$ cat src/design/sac_pkg.sv
// Purpose: shared constants and types for the converter sequencer and its host
// Assumes: one 20 MHz clock on both ends; link pins synchronous to it
// Notes:
package sac_pkg;
  // control byte layout
  localparam int PWR_HI_BIT = 7;
  localparam int PWR_LO_BIT = 6;
  localparam int ACQ_MODE_BIT = 5;
  localparam int CFG_SEL_BIT = 4;
  localparam int POL_SEL_BIT = 3;
  localparam int ADDR_MSB = 2;
  localparam logic [1:0] PWR_INT_CLK = 2'h2;
  localparam logic [1:0] PWR_EXT_CLK = 2'h3;
  localparam logic [7:0] CTRL_RESET = 8'h00;
  // multiplexer select code of the common return input
  localparam logic [3:0] SEL_COMMON = 4'h8;
  // timing
  localparam int CLK_PERIOD_NS = 50;
  localparam int ACQ_EDGES = 4;
  localparam int CONV_CYCLES = 13;
  localparam int INT_ACQ_TIME_NS = 1000;
  localparam int INT_TICK_CYC = INT_ACQ_TIME_NS / (ACQ_EDGES * CLK_PERIOD_NS);
  localparam int EXT_HALF_CYC = 4;
  localparam int STROBE_CYC = 2;
  // host register offsets and fields
  localparam logic [3:0] OFS_CTRL = 4'h0;
  localparam logic [3:0] OFS_STATUS = 4'h4;
  localparam logic [3:0] OFS_READ = 4'h8;
  localparam logic [3:0] OFS_CLKCFG = 4'hC;
  localparam int ST_BUSY_BIT = 0;
  localparam int ST_DONE_BIT = 1;
  localparam int ST_DROP_BIT = 2;
  localparam logic CLKRUN_RESET = 1'b1;

  typedef enum logic [1:0] {
    SAC_IDLE = 2'b00,
    SAC_ACQ_INT = 2'b01,
    SAC_ACQ_EXT = 2'b10,
    SAC_CONV = 2'b11
  } sac_phase_t;

  typedef enum logic [1:0] {
    SAC_H_IDLE = 2'b00,
    SAC_H_SETUP = 2'b01,
    SAC_H_STROBE = 2'b10,
    SAC_H_RELEASE = 2'b11
  } sac_hphase_t;
endpackage : sac_pkg

$ cat src/design/sac_link_if.sv
// Purpose: parallel control link between host and converter sequencer
// Assumes: all pins change on the common clock
// Notes: result data pins are outside this block
`timescale 1ns/1ns
interface sac_link_if;
  logic cs_b;
  logic wr_b;
  logic rd_b;
  logic [7:0] data;
  logic conv_clk;
  logic done_b;
  modport dev (input cs_b, input wr_b, input rd_b, input data, input conv_clk, output done_b);
  modport host (output cs_b, output wr_b, output rd_b, output data, output conv_clk,
    input done_b);
endinterface : sac_link_if

$ cat src/design/sac_dev.sv
// Purpose: acquisition and conversion sequencer of the converter
// Assumes: link pins synchronous to CLK; conversion clock sampled as a level
// Notes: analog switches are driven as select codes; SAR itself not modelled
//
// The address map and register access over AHB-Lite were decided locally.
`timescale 1ns/1ns
module sac_dev #(
  parameter int TICK_CYC = sac_pkg::INT_TICK_CYC
) (
  input wire logic CLK,
  input wire logic RST_B,
  input wire logic CE,
  sac_link_if.dev LINK,
  output logic TRACK,
  output logic HOLD_CAP_NEG,
  output logic [3:0] MUX_POS_SEL,
  output logic [3:0] MUX_NEG_SEL,
  output logic POLARITY_SELECT,
  output logic [1:0] POWER_SELECT,
  output logic CLK_MODE_INT,
  output logic BUSY
);
  import sac_pkg::*;

  //--------------------------------------------------------------
  // elaboration checks
  //--------------------------------------------------------------
  // the internal divider is eight bits wide
  if (TICK_CYC < 1 || TICK_CYC > 255) begin : g_chk
    $error("TICK_CYC must be 1..255");
  end
  // both phase lengths share the four-bit edge counter
  if (ACQ_EDGES < 1 || ACQ_EDGES > 16) begin : g_chk_acq
    $error("ACQ_EDGES must be 1..16");
  end
  if (CONV_CYCLES < 1 || CONV_CYCLES > 16) begin : g_chk_conv
    $error("CONV_CYCLES must be 1..16");
  end
  // the common return code must not alias a channel number
  if (SEL_COMMON < 4'h8) begin : g_chk_common
    $error("SEL_COMMON must lie above the channel codes");
  end
  if (ADDR_MSB != 2) begin : g_chk_addr
    $error("ADDR_MSB must be 2 for eight channels");
  end

  //--------------------------------------------------------------
  // state
  //--------------------------------------------------------------
  typedef struct packed {
    sac_phase_t phase;
    logic [7:0] ctrl;
    logic clk_int;
    logic wr_q;
    logic rd_q;
    logic clk_q;
    logic [3:0] edge_cnt;
    logic [7:0] div_cnt;
    logic track;
    logic cap_neg;
    logic [3:0] pos_sel;
    logic [3:0] neg_sel;
    logic done_b;
    logic busy;
  } sac_dev_state_t;

  localparam logic [7:0] TICK_LAST = 8'(TICK_CYC - 1);
  localparam logic [3:0] ACQ_LAST = 4'(ACQ_EDGES - 1);
  localparam logic [3:0] CONV_LAST = 4'(CONV_CYCLES - 1);

  // strobe detectors start at the idle pin level so reset makes no false edge
  localparam sac_dev_state_t DEV_RESET = '{
    phase: SAC_IDLE,
    ctrl: CTRL_RESET,
    clk_int: 1'b0,
    wr_q: 1'b1,
    rd_q: 1'b1,
    clk_q: 1'b0,
    edge_cnt: 4'h0,
    div_cnt: 8'h00,
    track: 1'b1,
    cap_neg: 1'b0,
    pos_sel: 4'h0,
    neg_sel: SEL_COMMON,
    done_b: 1'b1,
    busy: 1'b0
  };

  sac_dev_state_t s;
  sac_dev_state_t next_s;
  logic wr_rise;
  logic rd_fall;
  logic tick;
  logic [7:0] byte_in;
  logic [2:0] addr;
  logic [2:0] pair_addr;

  //--------------------------------------------------------------
  // link events
  //--------------------------------------------------------------
  assign wr_rise = !s.wr_q && LINK.wr_b && !LINK.cs_b;
  assign rd_fall = s.rd_q && !LINK.rd_b && !LINK.cs_b;
  // internal clock makes its own falling edges; otherwise the pin's
  assign tick = s.clk_int ? (s.div_cnt == TICK_LAST) : (s.clk_q && !LINK.conv_clk);
  assign byte_in = LINK.data;
  assign addr = byte_in[ADDR_MSB:0];
  // pairs are even/odd neighbours; either member may be the positive side
  assign pair_addr = {addr[2:1], ~addr[0]};

  //--------------------------------------------------------------
  // next state
  //--------------------------------------------------------------
  always_comb begin
    next_s = s;
    next_s.wr_q = LINK.wr_b;
    next_s.rd_q = LINK.rd_b;
    next_s.clk_q = LINK.conv_clk;
    if (s.clk_int && !tick) begin
      next_s.div_cnt = s.div_cnt + 8'h01;
    end else begin
      next_s.div_cnt = 8'h00;
    end
    if (rd_fall) begin
      next_s.done_b = 1'b1;
    end
    if (wr_rise) begin
      next_s.done_b = 1'b1;
      next_s.edge_cnt = 4'h0;
      // power-down codes keep the last clock mode
      if (byte_in[PWR_HI_BIT:PWR_LO_BIT] == PWR_INT_CLK) begin
        next_s.clk_int = 1'b1;
      end else if (byte_in[PWR_HI_BIT:PWR_LO_BIT] == PWR_EXT_CLK) begin
        next_s.clk_int = 1'b0;
      end
      if (s.phase == SAC_ACQ_EXT) begin
        // second write ends the open acquisition
        next_s.ctrl[PWR_HI_BIT:PWR_LO_BIT] = byte_in[PWR_HI_BIT:PWR_LO_BIT];
        next_s.track = 1'b0;
        next_s.cap_neg = 1'b1;
        next_s.phase = SAC_CONV;
      end else begin
        // also reached mid-conversion: the old result is dropped
        next_s.ctrl = byte_in;
        next_s.track = 1'b1;
        next_s.cap_neg = 1'b0;
        if (byte_in[CFG_SEL_BIT]) begin
          next_s.pos_sel = {1'b0, addr};
          next_s.neg_sel = SEL_COMMON;
        end else begin
          next_s.pos_sel = {1'b0, addr};
          next_s.neg_sel = {1'b0, pair_addr};
        end
        if (byte_in[ACQ_MODE_BIT]) begin
          next_s.phase = SAC_ACQ_EXT;
        end else begin
          next_s.phase = SAC_ACQ_INT;
        end
      end
    end else if (tick) begin
      case (s.phase)
        SAC_ACQ_INT: begin
          next_s.edge_cnt = s.edge_cnt + 4'h1;
          if (s.edge_cnt == ACQ_LAST) begin
            next_s.track = 1'b0;
            next_s.cap_neg = 1'b1;
            next_s.edge_cnt = 4'h0;
            next_s.phase = SAC_CONV;
          end
        end
        SAC_CONV: begin
          next_s.edge_cnt = s.edge_cnt + 4'h1;
          if (s.edge_cnt == CONV_LAST) begin
            next_s.cap_neg = 1'b0;
            next_s.edge_cnt = 4'h0;
            next_s.done_b = 1'b0;
            next_s.phase = SAC_IDLE;
          end
        end
        default: begin
          next_s.edge_cnt = s.edge_cnt;
        end
      endcase
    end
    next_s.busy = (next_s.phase != SAC_IDLE);
  end

  //--------------------------------------------------------------
  // state register
  //--------------------------------------------------------------
  always_ff @(posedge CLK or negedge RST_B) begin
    if (!RST_B) begin
      s <= DEV_RESET;
    end else if (CE) begin
      // CE low holds the edge detectors too, so no strobe edge is doubled
      s <= next_s;
    end
  end

  //--------------------------------------------------------------
  // outputs
  //--------------------------------------------------------------
  assign LINK.done_b = s.done_b;
  assign TRACK = s.track;
  assign HOLD_CAP_NEG = s.cap_neg;
  assign MUX_POS_SEL = s.pos_sel;
  assign MUX_NEG_SEL = s.neg_sel;
  assign POLARITY_SELECT = s.ctrl[POL_SEL_BIT];
  assign POWER_SELECT = s.ctrl[PWR_HI_BIT:PWR_LO_BIT];
  assign CLK_MODE_INT = s.clk_int;
  assign BUSY = s.busy;
endmodule : sac_dev

$ cat src/flat_wrapper.sv
// flat-port wrapper written by rule: the top's interface ports become plain ports
module sac_dev_flat import sac_pkg::*;
#(
  parameter int TICK_CYC = sac_pkg::INT_TICK_CYC
)
  (CLK, RST_B, CE, TRACK, HOLD_CAP_NEG, MUX_POS_SEL, MUX_NEG_SEL, POLARITY_SELECT, POWER_SELECT, CLK_MODE_INT, BUSY, LINK_cs_b, LINK_wr_b, LINK_rd_b, LINK_data, LINK_conv_clk, LINK_done_b);
  sac_link_if LINK_i ();
  input wire logic CLK;
  input wire logic RST_B;
  input wire logic CE;
  output logic TRACK;
  output logic HOLD_CAP_NEG;
  output logic [3:0] MUX_POS_SEL;
  output logic [3:0] MUX_NEG_SEL;
  output logic POLARITY_SELECT;
  output logic [1:0] POWER_SELECT;
  output logic CLK_MODE_INT;
  output logic BUSY;
  input wire logic [$bits(LINK_i.cs_b)-1:0] LINK_cs_b;
  input wire logic [$bits(LINK_i.wr_b)-1:0] LINK_wr_b;
  input wire logic [$bits(LINK_i.rd_b)-1:0] LINK_rd_b;
  input wire logic [$bits(LINK_i.data)-1:0] LINK_data;
  input wire logic [$bits(LINK_i.conv_clk)-1:0] LINK_conv_clk;
  output wire logic [$bits(LINK_i.done_b)-1:0] LINK_done_b;
  assign LINK_i.cs_b = LINK_cs_b;
  assign LINK_i.wr_b = LINK_wr_b;
  assign LINK_i.rd_b = LINK_rd_b;
  assign LINK_i.data = LINK_data;
  assign LINK_i.conv_clk = LINK_conv_clk;
  assign LINK_done_b = LINK_i.done_b;
  sac_dev #(.TICK_CYC(TICK_CYC)) u_core (.CLK(CLK), .RST_B(RST_B), .CE(CE), .LINK(LINK_i), .TRACK(TRACK), .HOLD_CAP_NEG(HOLD_CAP_NEG), .MUX_POS_SEL(MUX_POS_SEL), .MUX_NEG_SEL(MUX_NEG_SEL), .POLARITY_SELECT(POLARITY_SELECT), .POWER_SELECT(POWER_SELECT), .CLK_MODE_INT(CLK_MODE_INT), .BUSY(BUSY));
endmodule
$ cat config.mk
export PLATFORM = sky130hd
export DESIGN_NAME = sac_dev_flat
export DESIGN_NICKNAME = d
export VERILOG_FILES = /design/src/design/sac_pkg.sv /design/src/design/sac_link_if.sv /design/src/design/sac_dev.sv /design/src/flat_wrapper.sv
export SDC_FILE = /design/constraint.sdc
export NUM_CORES = 1
export LEC_CHECK = 0
export BUFFER_PORTS_ARGS = -buffer_cell sky130_fd_sc_hd__buf_2
export CORE_UTILIZATION = 31
export DETAILED_ROUTE_END_ITERATION = 7
export HOLD_SLACK_MARGIN = 0.06
export PLACE_DENSITY_LB_ADDON = 0.05
export RECOVER_POWER = 100
export SYNTH_ARGS = -nofsm -noshare
export SYNTH_HDL_FRONTEND = slang
export SYNTH_SLANG_ARGS = --single-unit
export TNS_END_PERCENT = 1
$ cat constraint.sdc
create_clock -name CLK -period 1.64 [get_ports CLK]
set_clock_uncertainty 0.15 [all_clocks]
set_input_delay 0.328 -clock CLK [delete_from_list [all_inputs] [get_ports CLK]]
set_output_delay 0.328 -clock CLK [all_outputs]
set_load 0.02 [all_outputs]
# Word-level counts from Yosys, hierarchy flattened
# Cells that the tools add are included.
[totals]
output_inout_bits = 16
reg_bits = 35
[classes]
n_reduce_logical = 23
n_addsub = 2
n_eq_ne = 10
mux = 29
bitwise_logic = 2
[ops]
columns = ["operator", "count"]
rows = [
  ["2-to-1 mux 4 bit", 6],
  ["2-to-1 mux 2 bit", 9],
  ["2-to-1 mux 1 bit", 10],
  ["nonzero test 2 bit", 5],
  ["AND reduction 3 bit", 3],
  ["adder 8 x 1 -> 8 bit (second input constant)", 1],
  ["equality test 2 bit (second input constant)", 4],
  ["equality test 8 x 3 -> 1 bit (second input constant)", 1],
  ["2-to-1 mux 8 bit", 1],
  ["one-hot mux 4 bit (2 select lines)", 1],
  ["logical AND 1 bit", 6],
  ["inequality test 3 x 1 -> 1 bit (second input constant)", 2],
  ["logical NOT 1 bit", 5],
  ["AND reduction 5 bit", 1],
  ["adder 4 x 1 -> 4 bit (second input constant)", 1],
  ["equality test 4 x 2 -> 1 bit (second input constant)", 1],
  ["equality test 4 bit (second input constant)", 1],
  ["one-hot mux 2 bit (2 select lines)", 1],
  ["AND reduction 4 bit", 1],
  ["nonzero test 3 bit", 1],
  ["equality test 2 x 1 -> 1 bit (second input constant)", 1],
  ["inverter 1 bit", 2],
  ["one-hot mux 1 bit (2 select lines)", 1],
  ["AND reduction 2 bit", 1],
]

# Logic depth before layout (Yosys ltp)
[depth]
word_depth = 8
depth_mapped = 7
mapped_depth_nobuf = 7

# Least setup slack after synthesis
# No wires, ideal clock.
[synth_path]
kind = "register to register"
from = "register u_core.s[12] (netlist name)"
to = "register u_core.s[36] (netlist name)"
setup_time_ns = 0.077
arrival_ns = 1.581
path_slack_ns = -0.168
t_required_ns = 1.413
path_buffers = 0
path_stages_with_launch = 8
path_cell_list = "dfrtp_1 inv_1 ha_1 nor4b_2 a32o_2 and2_4 a311o_1 o21ai_1"
[synth_between]
elab_chain_cells = 4
[synth_lines]
columns = ["item", "line", "source"]
rows = [
  ["start: declaration", "sac_dev.sv:89", "sac_dev_state_t s;"],
  ["start signal: assignment", "sac_dev.sv:195", "s <= next_s;"],
  ["equality test 8 x 3 -> 1 bit", "sac_dev.sv:104", "assign tick = s.clk_int ? (s.div_cnt == TICK_LAST) : (s.clk_q && !LINK.conv_clk);"],
  ["2-to-1 mux 1 bit", "sac_dev.sv:104", ""],
  ["2-to-1 mux 2 bit", "sac_dev.sv:159", "end else if (tick) begin"],
  ["2-to-1 mux 2 bit", "sac_dev.sv:126", "if (wr_rise) begin"],
]
# Every way passes these cells.
# A chain may end at the register's enable or synchronous reset.

# Worst setup path after layout
[layout_path]
from = "register u_core.s[12] (netlist name)"
to = "register u_core.s[22] (netlist name)"
[layout_between]
elab_chain_cells = 4
[layout_lines]
columns = ["item", "line"]
rows = [
  ["equality test 8 x 3 -> 1 bit", "sac_dev.sv:104"],
  ["2-to-1 mux 1 bit", "sac_dev.sv:104"],
  ["nonzero test 2 bit (no line)", "n/a"],
  ["AND reduction 3 bit (no line)", "n/a"],
]
# Every way passes these cells.

==> out/metrics.csv <==
stage,metric,value,unit
status,status,"complete, but fails checks",
status,violations,setup timing,
floorplan,rows,26,
drt,drtPass1Iterations,4,
clock_network,clkLatencyLatePin,280,ps
clock_network,clk_path_buf_depth,2,
critical_path,crit_slowest_cell,dfrtp_1,
yosys,synth_nets,187,
floorplan,initial_utilization,32.60,%
floorplan,core-area,5205,µm²
global_routing,grt_use_total,14.71,%
power_and_ir_drop,seq_power_share,42.6,%
global_routing,antenna_found_initial,0,
timing,fin_ws,-170.8,ps
clock_network,cts_made_buffers,5,
global_routing,gr-total-overflow,0,
final_layout,final_layout_size_suffix_gt1_share,33.78,%
clock_network,cts-root-buf,clkbuf_8,
critical_path,rr_worst_depth,8,
yosys,syn_area,1697,µm²
yosys,synth_edf_count,0,
critical_path,r2r_slack,-170,ps
floorplan,ioPinCount,31,
drt,drc,0,
floorplan,dieArea,5773,µm²
critical_path,critPathArrivalTime,1850,ps
critical_path,start_kind,register,
critical_path,endpoint_kind,register,
power_and_ir_drop,comb_power_share,31.1,%
yosys,yosysMostFrequentCell,dfrtp_1,
worst_hold_path,hp-start,LINK_data[0],
yosys,yosys_warnings,0,
drt,vias_per_cell,4.699,
timing,finalCritPeriodShare,110.4,%
power_and_ir_drop,p_sw_share,32.85,%
worst_hold_path,min_path_cells,2,
clock_network,cts.sinks,32,
timing,relSlewSlack,49.14,%
power_and_ir_drop,ir_drop,0.4238,mV
global_routing,grt_pass1_vias,1402,
yosys,synth-seq-area-share,47.57,%
global_routing,grt_first_pass_wirelength,6.644,mm
drt,vias,1372,
global_routing,gr-max-usage-layer,met2,
drt,routedWlPerCell,13.22,µm
timing,final.min_clock_period,1811,ps
yosys,syn_inst,168,
power_and_ir_drop,power.share.clock,26.3,%
power_and_ir_drop,p_int,1683,µW
final_layout,register_area,807.0,µm²
yosys,synth_top_area_cell,dfrtp_1,
floorplan,die_h,75.98,µm
worst_hold_path,hold_class,in2reg,
yosys,syn_avg_cell_area,10.10,µm²
final_layout,final_nets,240,
critical_path,crit_buf_inv,2,
power_and_ir_drop,p_sw,823.3,µW
final_layout,fillers,527,
placement,detailed_place_hpwl,2.991,mm
global_routing,grt.met1_usage,19.30,%
drt,ant_nets,0,
yosys,yosysUniqueCellTypes,46,
critical_path,path_delay_family,compound AO/OA/AOI/OAI gates,
placement,portBuffers,29,
critical_path,reg2reg_to,u_core.s[22]$_DFFE_PN0P_,
critical_path,worstReg2RegStart,u_core.s[12]$_DFFE_PN0P_,
critical_path,criticalPathCategory,reg2reg,
worst_hold_path,holdPathEnd,u_core.MUX_NEG_SEL[0]$_DFFE_PN0P_,
drt,drt_iter0_drc,36,
floorplan,die_w,75.98,µm
yosys,yosys-top-cells-area,"dfrtp_1 (40%), dfstp_2 (7.7%), nand2_1 (4.9%)",
final_layout,areaGrowthSynthToFinish,29.20,%
critical_path,cpPeakStageDelay,370,ps
critical_path,worstPathRequired,1680,ps
clock_network,cts_tree,yes,
timing,rsz0062_at_grt,true,
yosys,synthTopCellsByCount,"dfrtp_1 (27), nand2_1 (22), nor2_1 (11), buf_4 (10), inv_1 (9)",
final_layout,antenna_cells,0,
critical_path,cp_cell_sequence,inv_2 -> ha_4 -> nor4b_4 -> a32o_2 -> buf_4 -> a21oi_2 -> o21ai_1 -> o31ai_2,
timing,hold_viol,0,
clock_network,h-tree-depth,2,
yosys,synth_ff_type,dfrtp_1,
yosys,ys_async_sr_fraction,100.0,%
global_routing,grt_max_degree,20,
timing,clock.fmax,0.5522,GHz
global_routing,met2_usage,23.64,%
power_and_ir_drop,power,2506,µW
yosys,synth_top_area_share,39.82,%
timing,drv_slew,0,
yosys,ys_seq_elements,32,
global_routing,met3_usage,3.114,%
run,max_cap_violations,0,
drt,routed_wl,3.860,mm
power_and_ir_drop,p_leak,0.0009772,µW
power_and_ir_drop,power_density,1143,nW/µm²
placement,gp_congestion,0.8195,
critical_path,crit_fanout,4,
final_layout,multi_input_area,804.5,µm²
timing,holdWs,101.0,ps
timing,setup_viol,13,
clock_network,cts.reportedPaths.clkPinSlew,70,ps
timing,tightest_slew,762.9,ps
-- power by group through the flow --
stage	combinational, µW	sequential, µW	clock, µW
floorplan	545	1120	0
global placement	778	1070	0
detailed placement	789	1080	0
CTS	819	1060	681
global route	866	1090	722
finish	780	1070	660
-- cell usage in the layout (no fill, tap or decap), drive strengths merged, types with 2 or more instances in the layout --
cell and count:
a21oi 5, a32o 2, and2 2, buf 40
clkbuf 27, dfrtp 27, dfstp 5, ha 4
inv 9, mux2 8, mux2i 2, nand2 23
nand2b 3, nand3 7, nand4 3, nor2 12
nor2b 3, nor3b 2, nor4b 2, o211ai 3
o21ai 13, o22ai 2, o31ai 5, xnor2 2
xor2 2
-- how the worst max path moves through the flow --
stage | from | slack [ps] | cells past startpoint | endpoint
final | u_core.s[12]$_DFFE_PN0P_ | -170 | 8 | u_core.s[22]$_DFFE_PN0P_
after floorplan | u_core.s[13]$_DFFE_PN0P_ | -130 | 7 | u_core.s[36]$_DFFE_PN0P_
after detailed placement | u_core.s[13]$_DFFE_PN0P_ | -190 | 7 | u_core.s[23]$_DFFE_PN0P_
after global placement | LINK_cs_b | -150 | 5 | u_core.s[30]$_DFFE_PN0P_
after CTS | u_core.s[13]$_DFFE_PN0P_ | -140 | 7 | u_core.s[23]$_DFFE_PN0P_
after global routing | u_core.s[12]$_DFFE_PN0P_ | -260 | 8 | u_core.s[22]$_DFFE_PN0P_
-- area by class of cell --
type / instances / area share [%]
inverter: 9 / 1.541
clock buffer: 8 / 4.566
tap: 70 / 3.995
timing repair buffer: 60 / 16.38
multi-input combinational: 113 / 36.70
sequential: 32 / 36.82
-- per-layer routing --
| metal | part of all wire, % | wire length [µm] | vias to the layer above |
|---|---|---|---|
| met4 | 1.5 | 59 | 0 |
| met2 | 47 | 1811 | 26 |
| met3 | 3.8 | 147 | 6 |
| li1 | - | - | 678 |
| met5 | 0 | 0 | - |
| met1 | 48 | 1840 | 662 |
-- sequential cells by signal, summed over array words and instances, names as in the netlist --
register and flops:
u_core.POWER_SELECT 2, u_core.MUX_NEG_SEL 4, u_core.TRACK 1, u_core.LINK.done_b 1, u_core.s 18, u_core.MUX_POS_SEL 2, u_core.HOLD_CAP_NEG 1, u_core.CLK_MODE_INT 1
u_core.BUSY 1, u_core.POLARITY_SELECT 1
-- cells by family (layout without fill, tap and decap cells) --
| family | Yosys count | in the layout | share of synthesized area [%] |
|---|---|---|---|
| xor gates and xnor gates | 4 | 4 | 2.065 |
| other | 1 | 1 | 0.2210 |
| and+or+nand+nor | 60 | 60 | 19.25 |
| DFF | 32 | 32 | 47.57 |
| buffers and inverters | 23 | 77 | 7.816 |
| AOI/OAI and AO/OA | 34 | 34 | 13.20 |
| adders and majority gates | 4 | 4 | 2.950 |
| muxes | 10 | 10 | 6.932 |
-- what timing repair did --
action / CTS / global route
hold buffers: 1 / 0
hold endpoints to repair: 13 / 0
gates resized for setup: 5 / 5
setup buffers: 1 / 1
pin swaps: 5 / 3
endpoints found under the setup margin: 13 / 21
-- per-stage QoR --
stage	setup slack (ps)	setup TNS, ps	area, µm²	utilization, %	instances
6_report	-170.8	-1109	2192	42.12	292
5_1_grt	-261.4	-4496	2192	42.12	292
4_1_cts	-144.7	-942.3	2205	42.36	291
3_5_place_dp	-193.5	-1787	2064	39.66	281
3_3_place_gp	-146.4	-1463	2064	39.66	281
2_1_floorplan	-132.2	-422.7	1708	-	168
No activity file was read; power rests on OpenSTA's default activity.
